## src/hdl/pei_pkg.sv

```systemverilog
/*
 Constants for the power event input logic: timing figures and counts.
 Assumes a 100 MHz always-on clock.
*/
package pei_pkg;
	// ------------------------------------------------------------
	// Clock
	// ------------------------------------------------------------
	localparam int CLK_MHZ = 100;
	localparam int CLK_NS  = 10;

	// ------------------------------------------------------------
	// Times in their own units
	// ------------------------------------------------------------
	localparam int DEBOUNCE_LONG_MS  = 16;
	localparam int DEBOUNCE_SHORT_US = 500;
	localparam int OVERRIDE_S        = 4;
	localparam int RESET_PULSE_MS    = 5;
	localparam int TRIP_GLITCH_NS    = 25;

	// ------------------------------------------------------------
	// Derived cycle counts (least times rounded up)
	// ------------------------------------------------------------
	localparam int DEBOUNCE_LONG_CYC  = DEBOUNCE_LONG_MS * 1000 * CLK_MHZ;
	localparam int DEBOUNCE_SHORT_CYC = DEBOUNCE_SHORT_US * CLK_MHZ;
	localparam int OVERRIDE_CYC       = OVERRIDE_S * 1000 * 1000 * CLK_MHZ;
	// Five ms plus a margin: the pulse lands inside the 5 to 6 ms window
	localparam int RESET_PULSE_CYC    = RESET_PULSE_MS * 1000 * CLK_MHZ
		+ 50000;
	localparam int TRIP_GLITCH_CYC    =
		(TRIP_GLITCH_NS + CLK_NS - 1) / CLK_NS;

	// ------------------------------------------------------------
	// Reset values
	// ------------------------------------------------------------
	localparam logic SLEEP_RST = 1'h1;
endpackage

```

## src/hdl/pei_top.sv

```systemverilog
/*
 Power event input logic: power button debounce and override, wake edge
 detection, reset button pulse, thermal trip shutdown and resume holdoff.
 Assumes one always-on 100 MHz clock; every pin is asynchronous and is
 synchronised here.
*/
`timescale 1ns/1ps

// Behaviour
// - Select zero adds sixteen ms debounce
// - Four second press forces S5 in S0 to S4 only
// - Override waits on no other subsystem
// - Level flag after or before debounce
// - Wake request falling edge raises event
// - Internal wake bit raises same event
// - Debounced reset button starts host reset
// - Reset pulse held five to six ms
// - Rearm after release, S0, platform reset
// - Power cycle bit selects full reset
// - Reset button only with core power
// - Thermal trip drops sleep outputs, flag
// - Trip glitches under 25 ns ignored
// - Valid point picks trip monitoring start
// - Processor power loss stops trip monitoring
// - Thermal trip clears button press flag
// - Holdoff delays resume only in Sx
// - No flash access during sleep-A/holdoff
// - Holdoff pin is input until enabled
module pei_top
#(
	parameter int DEBOUNCE_LONG  = pei_pkg::DEBOUNCE_LONG_CYC,
	parameter int DEBOUNCE_SHORT = pei_pkg::DEBOUNCE_SHORT_CYC,
	parameter int OVERRIDE       = pei_pkg::OVERRIDE_CYC,
	parameter int RESET_PULSE    = pei_pkg::RESET_PULSE_CYC
)
(
	// Clock and reset
	input  wire logic clk,
	input  wire logic rst,
	// Platform pins
	input  wire logic power_button_n,
	input  wire logic wake_request_n,
	input  wire logic reset_button_n,
	input  wire logic thermal_trip_n,
	input  wire logic core_power_good,
	input  wire logic processor_power_good,
	input  wire logic platform_reset_n,
	input  wire logic resume_holdoff_n,
	// State from the sleep sequencer
	input  wire logic in_full_s0,
	input  wire logic in_s0_to_s4,
	input  wire logic sleep_a_n,
	input  wire logic resume_request,
	input  wire logic flash_request,
	// Configuration
	input  wire logic button_debounce_select,
	input  wire logic power_cycle_select,
	input  wire logic trip_valid_select,
	input  wire logic holdoff_enable,
	input  wire logic internal_wake_request,
	input  wire logic button_press_clear,
	input  wire logic thermal_flag_clear,
	// Events and status
	output logic      button_level_flag,
	output logic      button_press_flag,
	output logic      thermal_power_fail_flag,
	output logic      wake_event,
	output logic      override_shutdown,
	output logic      host_reset_warm,
	output logic      host_reset_cycle,
	output logic      sleep_s3_n,
	output logic      sleep_s4_n,
	output logic      sleep_s5_n,
	output logic      resume_go,
	output logic      flash_grant,
	output logic      holdoff_gpio_level
);
	// ------------------------------------------------------------
	// Synchronisers for the level inputs
	// ------------------------------------------------------------
	logic [5:0] lv1_r;
	logic [5:0] lv2_r;
	logic       cpg;
	logic       ppg;
	logic       prst_n;
	logic       hold_n;
	logic       wake_s;
	logic       trip_s;

	// Both stages registered; only lv2_r feeds logic
	always_ff @(posedge clk)
	begin
		if (rst)
		begin
			lv1_r <= 6'h3F;
			lv2_r <= 6'h3F;
		end
		else
		begin
			lv1_r <= {core_power_good, processor_power_good,
				platform_reset_n, resume_holdoff_n, wake_request_n,
				thermal_trip_n};
			lv2_r <= lv1_r;
		end
	end

	assign cpg    = lv2_r[5];
	assign ppg    = lv2_r[4];
	assign prst_n = lv2_r[3];
	assign hold_n = lv2_r[2];
	assign wake_s = lv2_r[1];
	assign trip_s = lv2_r[0];

	// ------------------------------------------------------------
	// Button and reset button debounce
	// ------------------------------------------------------------
	logic pb_sync_n;
	logic pb_clean_n;
	logic rb_clean_n;

	// Short hold only when select is one; zero gives 16 ms
	pei_filter #(.HOLD(DEBOUNCE_LONG)) u_pb
	(
		.clk        (clk),
		.rst        (rst),
		.pin_n      (power_button_n),
		.hold_short (button_debounce_select),
		.short_hold (DEBOUNCE_SHORT),
		.sync_n     (pb_sync_n),
		.clean_n    (pb_clean_n)
	);

	pei_filter #(.HOLD(DEBOUNCE_LONG)) u_rb
	(
		.clk        (clk),
		.rst        (rst),
		.pin_n      (reset_button_n),
		.hold_short (1'h0),
		.short_hold (DEBOUNCE_LONG),
		.sync_n     (),
		.clean_n    (rb_clean_n)
	);

	// ------------------------------------------------------------
	// Thermal trip glitch filter and valid window
	// ------------------------------------------------------------
	logic [7:0] tg_r;
	logic [7:0] tg_nxt;
	logic       trip_ok_r;
	logic       trip_ok_nxt;
	logic       prst_d_r;
	logic       ppg_d_r;
	logic       trip_hit;

	// Low must last past the glitch width before it counts
	always_comb
	begin
		tg_nxt = trip_s ? 8'h0 : tg_r;
		if (!trip_s && tg_r < 8'(pei_pkg::TRIP_GLITCH_CYC))
			tg_nxt = tg_r + 8'h1;
		trip_ok_nxt = trip_ok_r;
		if (!trip_valid_select && prst_n && !prst_d_r)
			trip_ok_nxt = 1'h1;
		if (trip_valid_select && ppg && !ppg_d_r)
			trip_ok_nxt = 1'h1;
		if (!ppg)
			trip_ok_nxt = 1'h0;
	end

	always_ff @(posedge clk)
	begin
		if (rst)
		begin
			tg_r      <= 8'h0;
			trip_ok_r <= 1'h0;
			// Idle levels of the synchronisers: no false edge after reset
			prst_d_r  <= 1'h1;
			ppg_d_r   <= 1'h1;
		end
		else
		begin
			tg_r      <= tg_nxt;
			trip_ok_r <= trip_ok_nxt;
			prst_d_r  <= prst_n;
			ppg_d_r   <= ppg;
		end
	end

	assign trip_hit = trip_ok_r &&
		(tg_r >= 8'(pei_pkg::TRIP_GLITCH_CYC));

	// ------------------------------------------------------------
	// Button override timer, flags and wake edge
	// ------------------------------------------------------------
	logic [31:0] ov_r;
	logic [31:0] ov_nxt;
	logic        ovs_r;
	logic        ovs_nxt;
	logic        pbd_r;
	logic        lvl_r;
	logic        lvl_nxt;
	logic        press_r;
	logic        press_nxt;
	logic        wk_d_r;
	logic        iw_d_r;
	logic        wake_r;
	logic        wake_nxt;

	always_comb
	begin
		// No handshake gates the override, nor core power good
		ov_nxt  = 32'h0;
		ovs_nxt = 1'h0;
		if (!pb_clean_n && in_s0_to_s4)
		begin
			ov_nxt = ov_r;
			if (ov_r < 32'(OVERRIDE))
				ov_nxt = ov_r + 32'h1;
			else
				ovs_nxt = 1'h1;
		end
		lvl_nxt = button_debounce_select ? !pb_sync_n
			: !pb_clean_n;
		press_nxt = press_r;
		if (button_press_clear)
			press_nxt = 1'h0;
		if (!pb_clean_n && pbd_r)
			press_nxt = 1'h1;
		if (trip_hit)
			press_nxt = 1'h0;
		wake_nxt = (!wake_s && wk_d_r)
			|| (internal_wake_request && !iw_d_r);
	end

	always_ff @(posedge clk)
	begin
		if (rst)
		begin
			ov_r    <= 32'h0;
			ovs_r   <= 1'h0;
			pbd_r   <= 1'h1;
			lvl_r   <= 1'h0;
			press_r <= 1'h0;
			wk_d_r  <= 1'h1;
			iw_d_r  <= 1'h0;
			wake_r  <= 1'h0;
		end
		else
		begin
			ov_r    <= ov_nxt;
			ovs_r   <= ovs_nxt;
			pbd_r   <= pb_clean_n;
			lvl_r   <= lvl_nxt;
			press_r <= press_nxt;
			wk_d_r  <= wake_s;
			iw_d_r  <= internal_wake_request;
			wake_r  <= wake_nxt;
		end
	end

	// ------------------------------------------------------------
	// Reset button sequencer
	// ------------------------------------------------------------
	typedef enum logic [1:0]
	{
		RB_IDLE  = 2'b00,
		RB_PULSE = 2'b01,
		RB_WAIT  = 2'b10
	} pei_rb_t;

	pei_rb_t     rb_r;
	pei_rb_t     rb_nxt;
	logic [31:0] rc_r;
	logic [31:0] rc_nxt;
	logic        cyc_r;
	logic        cyc_nxt;
	logic        warm_o_r;
	logic        cyc_o_r;

	always_comb
	begin
		rb_nxt  = rb_r;
		rc_nxt  = 32'h0;
		cyc_nxt = cyc_r;
		case (rb_r)
			RB_IDLE:
				if (!rb_clean_n && cpg)
				begin
					rb_nxt  = RB_PULSE;
					cyc_nxt = power_cycle_select;
				end
			RB_PULSE:
			begin
				// Input level ignored during the pulse
				rc_nxt = rc_r + 32'h1;
				if (rc_r + 32'h1 >= 32'(RESET_PULSE))
					rb_nxt = RB_WAIT;
			end
			RB_WAIT:
				if (rb_clean_n && in_full_s0 && prst_n)
					rb_nxt = RB_IDLE;
			default:
				rb_nxt = RB_IDLE;
		endcase
	end

	always_ff @(posedge clk)
	begin
		if (rst)
		begin
			rb_r     <= RB_IDLE;
			rc_r     <= 32'h0;
			cyc_r    <= 1'h0;
			warm_o_r <= 1'h0;
			cyc_o_r  <= 1'h0;
		end
		else
		begin
			rb_r     <= rb_nxt;
			rc_r     <= rc_nxt;
			cyc_r    <= cyc_nxt;
			warm_o_r <= (rb_nxt == RB_PULSE) && !cyc_nxt;
			cyc_o_r  <= (rb_nxt == RB_PULSE) && cyc_nxt;
		end
	end

	// ------------------------------------------------------------
	// Thermal shutdown and resume holdoff
	// ------------------------------------------------------------
	logic tpf_r;
	logic tpf_nxt;
	logic slp_r;
	logic slp_nxt;
	logic go_r;
	logic go_nxt;
	logic fl_r;
	logic fl_nxt;
	logic hg_r;
	logic hold_act;
	logic sx_r;
	logic sx_nxt;

	// Holdoff counts only when firmware has enabled the function
	assign hold_act = holdoff_enable && !hold_n;

	always_comb
	begin
		// Set wins over a same-cycle clear
		tpf_nxt = (tpf_r && !thermal_flag_clear) || trip_hit;
		// Sleep outputs low from one cycle after a hit; stay low
		slp_nxt = slp_r && !trip_hit && !ovs_r;
		// Entry window opens with sleep-A, closes once holdoff lets go
		sx_nxt = !sleep_a_n || (sx_r && hold_act);
		go_nxt = resume_request && !(sx_r && hold_act);
		fl_nxt = flash_request && sleep_a_n && !hold_act;
	end

	always_ff @(posedge clk)
	begin
		if (rst)
		begin
			tpf_r <= 1'h0;
			slp_r <= pei_pkg::SLEEP_RST;
			go_r  <= 1'h0;
			fl_r  <= 1'h0;
			hg_r  <= 1'h1;
			sx_r  <= 1'h0;
		end
		else
		begin
			sx_r  <= sx_nxt;
			tpf_r <= tpf_nxt;
			slp_r <= slp_nxt;
			go_r  <= go_nxt;
			fl_r  <= fl_nxt;
			hg_r  <= hold_n;
		end
	end

	// ------------------------------------------------------------
	// Outputs, all from flip-flops
	// ------------------------------------------------------------
	assign button_level_flag       = lvl_r;
	assign button_press_flag       = press_r;
	assign thermal_power_fail_flag = tpf_r;
	assign wake_event              = wake_r;
	assign override_shutdown       = ovs_r;
	assign host_reset_warm         = warm_o_r;
	assign host_reset_cycle        = cyc_o_r;
	assign sleep_s3_n              = slp_r;
	assign sleep_s4_n              = slp_r;
	assign sleep_s5_n              = slp_r;
	assign resume_go               = go_r;
	assign flash_grant             = fl_r;
	assign holdoff_gpio_level      = hg_r;
endmodule

```

## src/hdl/pei_filter.sv

```systemverilog
/*
 Synchronise and debounce one active-low input; the output changes only
 after the synchronised input has held a new level for HOLD cycles, or
 for short_hold cycles when hold_short is set.
 Assumes the input is asynchronous to clk.
*/
`timescale 1ns/1ps
module pei_filter
#(
	parameter int HOLD = 4
)
(
	// Clock and reset
	input  wire logic clk,
	input  wire logic rst,
	// Pin and result
	input  wire logic pin_n,
	input  wire logic hold_short,
	input  wire logic [31:0] short_hold,
	output logic      sync_n,
	output logic      clean_n
);
	logic        s1_r;
	logic        s2_r;
	logic        s2_nxt;
	logic        clean_r;
	logic        clean_nxt;
	logic [31:0] cnt_r;
	logic [31:0] cnt_nxt;
	logic [31:0] limit;

	// ------------------------------------------------------------
	// Debounce counter
	// ------------------------------------------------------------
	always_comb
	begin
		limit     = hold_short ? short_hold : 32'(HOLD);
		s2_nxt    = s1_r;
		clean_nxt = clean_r;
		cnt_nxt   = 32'h0;
		if (s2_r != clean_r)
		begin
			cnt_nxt = cnt_r + 32'h1;
			if (cnt_r + 32'h1 >= limit)
			begin
				clean_nxt = s2_r;
				cnt_nxt   = 32'h0;
			end
		end
	end

	// Only the second stage is read by logic
	always_ff @(posedge clk)
	begin
		if (rst)
		begin
			s1_r    <= 1'h1;
			s2_r    <= 1'h1;
			clean_r <= 1'h1;
			cnt_r   <= 32'h0;
		end
		else
		begin
			s1_r    <= pin_n;
			s2_r    <= s2_nxt;
			clean_r <= clean_nxt;
			cnt_r   <= cnt_nxt;
		end
	end

	assign sync_n  = s2_r;
	assign clean_n = clean_r;
endmodule

```

## config.mk

```make
export PLATFORM = sky130hd
export DESIGN_NAME = pei_top
export DESIGN_NICKNAME = d
export VERILOG_FILES = /design/src/hdl/pei_pkg.sv /design/src/hdl/pei_top.sv /design/src/hdl/pei_filter.sv
export SDC_FILE = /design/constraint.sdc
export NUM_CORES = 1
export LEC_CHECK = 0
export BUFFER_PORTS_ARGS = -buffer_cell sky130_fd_sc_hd__buf_2
export CORE_UTILIZATION = 30
export DETAILED_ROUTE_END_ITERATION = 8
export PLACE_DENSITY = 0.41
export REMOVE_ABC_BUFFERS = 1
export SLEW_MARGIN = 15
export SYNTH_ARGS = -nofsm -noshare
export SYNTH_HDL_FRONTEND = slang
export SYNTH_HIERARCHICAL = 1
export SYNTH_SLANG_ARGS = --single-unit
```

## constraint.sdc

```tcl
create_clock -name clk -period 4.3 [get_ports clk]
set_input_delay 0.215 -clock clk [delete_from_list [all_inputs] [get_ports clk]]
set_output_delay 0.215 -clock clk [all_outputs]
set_load 0.03 [all_outputs]
```

# Yosys cells after proc, flatten, opt, wreduce, memory -nomap -nowiden
# Index checks and enable logic that the tools add are counted.
dict set report totals {
  romBits 0
  latchBits 0
  mem_count 0
  input_bits 22
  wordCells 124
  out_inout_bits 13
  regBits 175
  ramBits 0
}
dict set report op_classes {
  mux 15
  bitwise 5
  order_cmp 6
  n_eq_ne 5
  reduce_logical 55
  n_addsub 5
  mul 0
  shifts 0
  div 0
}
# cell n
set ops {}
lappend ops {{adder 32 x 1 -> 32 bit, second input constant} 4}
lappend ops {{>= comparator 32 x 20 -> 1 bit, second input constant} 1}
lappend ops {{>= comparator 32 x 21 -> 1 bit, second input constant} 1}
lappend ops {{>= comparator 32 bit} 1}
lappend ops {{< comparator 32 x 29 -> 1 bit, second input constant} 1}
lappend ops {{logical AND 1 bit} 23}
lappend ops {{two-way mux 21 bit} 1}
lappend ops {{logical NOT 1 bit} 17}
lappend ops {{two-way mux 8 bit} 2}
lappend ops {{adder 8 x 1 -> 8 bit, second input constant} 1}
lappend ops {{>= comparator 8 x 2 -> 1 bit, second input constant} 1}
lappend ops {{< comparator 8 x 2 -> 1 bit, second input constant} 1}
lappend ops {{two-way mux 1 bit} 8}
lappend ops {{OR reduction 2 bit} 4}
lappend ops {{two-way mux 2 bit} 3}
lappend ops {{one-hot mux 2 bit (3 select lines)} 1}
lappend ops {{nonzero test 2 bit} 3}
lappend ops {{OR reduction 3 bit} 2}
lappend ops {{inverter 1 bit} 5}
lappend ops {{equality test 2 x 1 -> 1 bit, second input constant} 2}
lappend ops {{AND reduction 2 bit} 2}
lappend ops {{logical OR 1 bit} 3}
lappend ops {{equality test 2 bit, second input constant} 1}
lappend ops {{logical NOT 2 bit} 1}
lappend ops {{inequality test 1 bit} 2}

# Logic depth before layout (Yosys ltp)
# Gate-level depths: netlist (run 1).
dict set report logic_depth {
  depth_word 6
  depth_mapped 14
}

# Cells and area by module
# The synthesis (run 1) kept the hierarchy.
# mod seq_area_each_um2 area_each_um2 cells_per_inst n_inst
set by_module_without_submodules {}
lappend by_module_without_submodules {pei_filter 700.7 2489.9 271 2}
lappend by_module_without_submodules {pei_top 2102.0 4536.9 515 1}

# Worst setup path before layout (run 1)
# No wires, ideal clock.
dict set report synth_path {
  path_kind {register -> register}
  from {register u_pb.cnt_r[0]}
  to {register u_pb.cnt_r[10]}
  arrival_time_ns 3.268
  path_slack_ns 0.914
  required_ns 4.182
  path_buffers 1
  stages_incl_launch_ff 14
  path_cell_list {dfxtp_1 -> ha_1 -> inv_1 -> nor4_4 -> and4_4 -> nand3_2 -> xnor2_2 -> ha_1 -> nand4_1 -> or4b_2 -> a31o_2 -> nand3_1 -> buf_2 -> nor2b_1}
}
dict set report synth_between {
  elab_chain_cells 3
}
# item line
set synth_rtl {}
lappend synth_rtl {{start: declaration} pei_filter.sv:28} ;# logic [31:0] cnt_r;
lappend synth_rtl {{start signal: assignment} pei_filter.sv:67} ;# cnt_r <= cnt_nxt;
lappend synth_rtl {{adder 32 x 1 -> 32 bit *} {pei_filter.sv:43, pei_filter.sv:44}}
lappend synth_rtl {{>= comparator 32 bit} pei_filter.sv:44} ;# if (cnt_r + 32'h1 >= limit)
lappend synth_rtl {{OR reduction 3 bit (no source line)} n/a}
# Mark *: on every way between the ends. The rest lies on a longest branch, timed or not.
# A chain may end at the register's enable or synchronous reset.

# Final worst setup path (run 1)
dict set report layout_path {
  from {register u_pb.cnt_r[6]}
  to {register u_pb.cnt_r[19]}
}
# The elaborated chain is that of the path after synthesis.

==> results of run 1 <==
## area by class of cell
type	count	share of cell area [%]
clock buffer	19	4.11
clock inverter	13	1.27
inverter	15	0.510
multi-input combinational	897	54.6
sequential	175	31.8
tap	396	4.49
timing repair buffer	56	3.27
## cell usage in the layout (no fill, tap or decap), types with 17 or more instances in the layout
cell       count
o21ai_0       25
ha_1          69
nand3_1       47
and4_1        18
conb_1        69
buf_2         34
nor2_1        87
xnor2_1       61
a21oi_1       46
nor2b_1       74
nand2_1      124
nand4_1       30
dfxtp_1      175
clkbuf_16     17
xor2_1        34
or2_2         20
## report_power, final
group | internal (W) | switching (W) | total, W
clock | 0.000810 | 0.000752 | 0.00156
sequential | 0.00163 | 0.00000590 | 0.00164
combinational | 0.0000536 | 0.0000722 | 0.000126
total | 0.00250 | 0.000830 | 0.00333
## kinds of logic after synthesis
group	synth area share, %
other	0.0789
AO/OA/AOI/OAI	8.32
AND/OR/NAND/NOR	31.3
XOR/XNOR	11.5
buffers and inverters	2.54
adder cells (fa/ha/maj)	9.07
multiplexers	0.434
flip-flops	36.8
## flip-flops by register name, summed over array words and instances, names as in the netlist, 2 cells and up
name        flops
u_pb/cnt_r     32
rb_r            2
tg_r            8
lv1_r           6
rc_r           32
ov_r           32
u_rb/cnt_r     32
lv2_r           6
## through the flow
stage / utilization [%] / area [sq um] / instances / power, W
after floorplan: - / 9580 / 1087 / 0.00175
after global placement: 33.4 / 10300 / 1529 / 0.00179
after detailed placement: 33.4 / 10300 / 1529 / 0.00179
after CTS: 35.7 / 11000 / 1571 / 0.00340
after global routing: 35.7 / 11000 / 1571 / 0.00349
final: 35.7 / 11000 / 1571 / 0.00333
## final timing paths
path / from / end / slack, ns / depth (start not counted)
setup / recovery: u_pb/cnt_r[6] / u_pb/cnt_r[19] / 0.63 / 12
hold / removal: resume_request / resume_go / 0.04 / 2
setup reg to reg: u_pb/cnt_r[6] / u_pb/cnt_r[19] / 0.63 / 12
hold reg to reg: lv1_r[3] / lv2_r[3] / 0.41 / 1
## what timing repair did
action,CTS,global route
endpoints found under the hold margin,10,0
hold buffers,10,0
setup buffers,0,0
## metal layers
metal  track usage (%)  vias to the layer above  routed length [microns]
met5                 0                        -                        0
met4              3.49                        0                      181
met3              2.67                        8                      311
met2              21.3                       39                     9060
met1              17.4                     3228                    10400
li1                  -                     3812                        -
==> run_results.csv, run 1 <==
group,metric,value,unit
outcome,status,"finished, final reports clean",
placement,place.gp.congestion,0.708,
critical_path,critPathKind,"reg2reg",
critical_path,crit_family,"simple AND/OR/NAND/NOR gates",
layout,multi_input_area,6020,sq um
clock_network,cts.sinks,175,
clock_network,clk_root_buffer_cell,"clkbuf_16",
layout,num_antenna_cells,0,
sta,holdWs,0.0351,ns
critical_path,slowest_stage,"or4b_2",
synthesis,synth_top_area_cell,"dfxtp_1",
synthesis,ys_seq_area_share,36.8,%
sta,tightest_slew,1.06,ns
floorplanning,die_area,32400,sq um
placement,io_buffers,34,
critical_path,end_kind,"flop",
global_routing,grt_pass1_wl,34300,microns
synthesis,yosysTopAreaCellShare,36.8,%
sta,setup_ws,0.628,ns
sta,hold_viol,0,
sta,finalSetupTns,0,ns
routing,num_vias,7087,
synthesis,synth_area_per_cell,9.00,sq um
floorplanning,ios,35,
synthesis,synth_commonest_cells,"dfxtp_1 (175), nand2_1 (124), nor2_1 (87)",
pwr,leakage,4.34,nW
sta,fin_crit,3.67,ns
synthesis,synth_edf_count,0,
critical_path,cp_max_fo,23,
layout,seqCellArea,3500,sq um
global_routing,grt_pass1_vias,6856,
routing,via_per_inst,4.51,
global_routing,groute.usage.overall,13.0,%
placement,place.detailed.hpwl,14600,microns
pwr,power_density,301,nW/um^2
global_routing,grt_max_degree,31,
synthesis,synthArstFlopShare,0,%
synthesis,dominantRegCellSynth,"dfxtp_1",
pwr,peakVddDrop,288,uV
clock_network,cts_max_level,4,
sta,slew_viol_final,0,
global_routing,grt.overflow.total,0,
routing,ant_nets,0,
clock_network,path_clk_slew,0.08,ns
clock_network,clk_latency,0.44,ns
clock_network,ctsLongestPathBuffers,2,
flow_run,drv_cap,0,
synthesis,synth_area_leaders,"dfxtp_1 (37%), ha_1 (9.1%), xnor2_1 (5.6%)",
layout,drive_gt1_share,13.9,%
floorplanning,core_area,30900,sq um
floorplanning,die_w,180,microns
critical_path,slowest_delay,0.71,ns
floorplanning,dieHeight,180,microns
synthesis,syn-instance-count,1057,
critical_path,path_common_cell,"nand4_1",
routing,routed_wl,19900,microns
sta,skew,0.0122,ns
placement,post-place-ws,0.605,ns
synthesis,synth.most_common_cell,"dfxtp_1",
clock_network,cts_buffers,17,
critical_path,critPathLaunchType,"flop",
routing,wire_per_inst,12.7,microns
sta,fmax,0.272,GHz
layout,nets,1253,
critical_path,crit_chain,"nand4_1, nor4_4, and4_1, nand2_1, xnor2_2, ha_1, nand4_1, or4b_2, a31o_2, nand3_1, buf_4, nor2b_1",
floorplanning,initial_utilization,30.8,%
critical_path,critPathRequiredTime,4.62,ns
routing,dr.pass1.iters,5,
synthesis,ys_warn_count,6,
sta,slew_headroom,28.9,%
sta,setup_violations,0,
sta,period_share,85.4,%
clock_network,cts_tree,"done",
worst_hold_path,min_path_type,"in2reg",
critical_path,crit_buf_inv,1,
floorplanning,row_count,64,
layout,area_delta_synth_final,15.9,%
clock_network,cts_resized,0,
routing,drt_iter0_markers,283,
global_routing,antenna_found_initial,0,
critical_path,arrival,3.99,ns
synthesis,ys_seq_elements,175,
layout,fillers,3224,
synthesis,yosysUniqueCellTypes,75,
routing,remaining_drc_errors,0,
synthesis,syn_area,9520,sq um
sta,rsz0062_at_grt,"false",
No activity file was read; power rests on OpenSTA's default activity.
==> inputs of run 2 (changes only) <==
--- a/config.mk
+++ b/config.mk
@@ -6,9 +6,9 @@
 export NUM_CORES = 1
 export LEC_CHECK = 0
 export BUFFER_PORTS_ARGS = -buffer_cell sky130_fd_sc_hd__buf_2
-export CORE_UTILIZATION = 30
+export CORE_UTILIZATION = 63
 export DETAILED_ROUTE_END_ITERATION = 8
-export PLACE_DENSITY = 0.41
+export PLACE_DENSITY = 0.77
 export REMOVE_ABC_BUFFERS = 1
 export SLEW_MARGIN = 15
 export SYNTH_ARGS = -nofsm -noshare
==> constraint.sdc (replaced) <==
create_clock -name clk -period 4.3 [get_ports clk]
set_input_delay 0.215 -clock clk [delete_from_list [all_inputs] [get_ports clk]]
set_output_delay 0.215 -clock clk [all_outputs]
set_load 0.01 [all_outputs]
==> run_results.csv, run 2 (synthesized netlist as in run 1, its figures left out) <==
group,metric,value,unit
placement,post-place-ws,0.467,ns
layout,num_antenna_cells,0,
placement,place.detailed.hpwl,12600,microns
global_routing,met3_usage,3.95,%
layout,layout_common_cells,"dfxtp_1 (175), nand2_1 (124), nor2_1 (87), nor2b_1 (74)",
clock_network,cts_max_level,4,
critical_path,slowest_stage,"or4b_2",
routing,num_vias,7296,
clock_network,cts_buffers,17,
placement,place.gp.congestion,0.790,
critical_path,crit_family,"simple AND/OR/NAND/NOR gates",
floorplanning,die_w,125,microns
sta,setup_ws,0.440,ns
routing,wire_per_inst,13.2,microns
critical_path,critPathKind,"reg2reg",
clock_network,ctsLongestPathBuffers,2,
outcome,violations,"DRC",
clock_network,clk_latency,0.44,ns
sta,setup_violations,0,
layout,layout_commonest_cell,"dfxtp_1",
sta,tightest_slew,0.997,ns
floorplanning,core_area,14600,sq um
pwr,leakage,4.28,nW
global_routing,met2_usage,40.6,%
critical_path,crit_buf_inv,2,
sta,slew_viol_final,0,
clock_network,cts_tree,"done",
sta,hold_viol,0,
routing,via_per_inst,5.41,
sta,slew_headroom,33.3,%
critical_path,path_common_cell,"ha_1",
sta,rsz0062_at_grt,"false",
pwr,power.total,0.00327,W
global_routing,busiest_layer,"met2",
clock_network,clk_root_buffer_cell,"clkbuf_16",
critical_path,end_kind,"flop",
floorplanning,initial_utilization,65.0,%
routing,remaining_drc_errors,4,
routing,ant_nets,0,
critical_path,critPathLaunchType,"flop",
worst_hold_path,min_path_type,"in2reg",
clock_network,path_clk_slew,0.07,ns
global_routing,grt_pass1_vias,6891,
global_routing,antenna_found_initial,0,
critical_path,arrival,4.17,ns
layout,nets,1242,
global_routing,grt_pass1_wl,31000,microns
routing,drt_iter0_markers,471,
floorplanning,row_count,44,
sta,fmax,0.259,GHz
global_routing,grt_max_degree,42,
placement,io_buffers,34,
sta,period_share,89.8,%
routing,routed_wl,17800,microns
outcome,status,"finished with violations",
sta,skew,0.0103,ns
layout,stdcell_count,1348,
sta,holdWs,0.0196,ns
floorplanning,dieHeight,125,microns
sta,fin_crit,3.86,ns
layout,drive_gt1_share,13.1,%
critical_path,crit_chain,"ha_1, inv_1, nor4_4, and4_4, nand3_2, xnor2_2, ha_1, nand4_1, or4b_2, a31o_2, nand3_1, buf_4, nor2b_1",
critical_path,critPathRequiredTime,4.61,ns
pwr,peakVddDrop,307,uV
clock_network,cts.sinks,175,
global_routing,groute.usage.overall,24.2,%
placement,place_inst,1307,
flow_run,drv_cap,0,
floorplanning,ios,35,
layout,fillers,1142,
critical_path,cp_max_fo,32,
layout,area_delta_synth_final,12.1,%
sta,finalSetupTns,0,ns
critical_path,slowest_delay,0.67,ns
pwr,power_density,306,nW/um^2
clock_network,cts_resized,0,
routing,dr.pass1.iters,7,
floorplanning,die_area,15600,sq um
global_routing,met1_usage,31.4,%
global_routing,grt.overflow.total,0,
[run 2: cell count changes in the layout (fill, tap and decap cells not counted)]
cell / delta
inv_6: +1
clkinvlp_4: +1
clkbuf_8: -1
dlygate4sd3_1: -1
clkinv_8: -1
buf_4: -10
[run 2: worst register-to-register path: stages (launching register included)]
cell,delay [ns]
dfxtp_1,0.41
ha_1,0.25
inv_1,0.10
nor4_4,0.52
and4_4,0.36
nand3_2,0.11
xnor2_2,0.16
ha_1,0.30
nand4_1,0.10
or4b_2,0.67
a31o_2,0.25
nand3_1,0.08
buf_4,0.34
nor2b_1,0.11
[run 2: report_power, final]
part | switching [W] | leakage (nW) | internal, W
Clock | 0.000720 | 0.286 | 0.000790
Combinational | 0.0000686 | 2.58 | 0.0000518
Sequential | 0.00000600 | 1.42 | 0.00163
Total | 0.000794 | 4.28 | 0.00247
[run 2: stage by stage]
step | area, sq um | util, %
floorplan | 9580 | -
detailed placement | 10000 | 68.3
global placement | 10000 | 68.3
global route | 10700 | 72.8
finish | 10700 | 72.8
CTS | 10700 | 72.8
[run 2: path summary, 6_finish.rpt]
path / to / startpoint / slack (ns) / cells past startpoint
setup reg to reg: u_pb/cnt_r[13] / u_pb/cnt_r[0] / 0.44 / 13
hold reg to reg: u_pb/sync_n / u_pb/s1_r / 0.41 / 1
hold / removal: resume_go / resume_request / 0.02 / 2
setup / recovery: u_pb/cnt_r[13] / u_pb/cnt_r[0] / 0.44 / 13
[run 2: final cells by class]
type / instances / area, sq um / share of cell area [%]
multi-input combinational: 897 / 6020 / 56.5
sequential: 175 / 3500 / 32.8
clock buffer: 18 / 439 / 4.12
timing repair buffer: 45 / 275 / 2.58
tap: 184 / 230 / 2.16
clock inverter: 14 / 140 / 1.31
inverter: 15 / 56.3 / 0.528
[run 2: layer usage]
metal,share of wire (%),wire (microns),vias to the layer above
met5,0,0,-
met4,1.5,272,0
met3,2.4,426,18
met2,47,8310,74
met1,49,8790,3397
li1,-,-,3807
[run 2: timing repair]
item / CTS / global route
setup endpoints to repair: 0 / 0
buffers inserted: 0 / 0
endpoints found under the hold margin: 9 / 0
hold buffers: 9 / 0
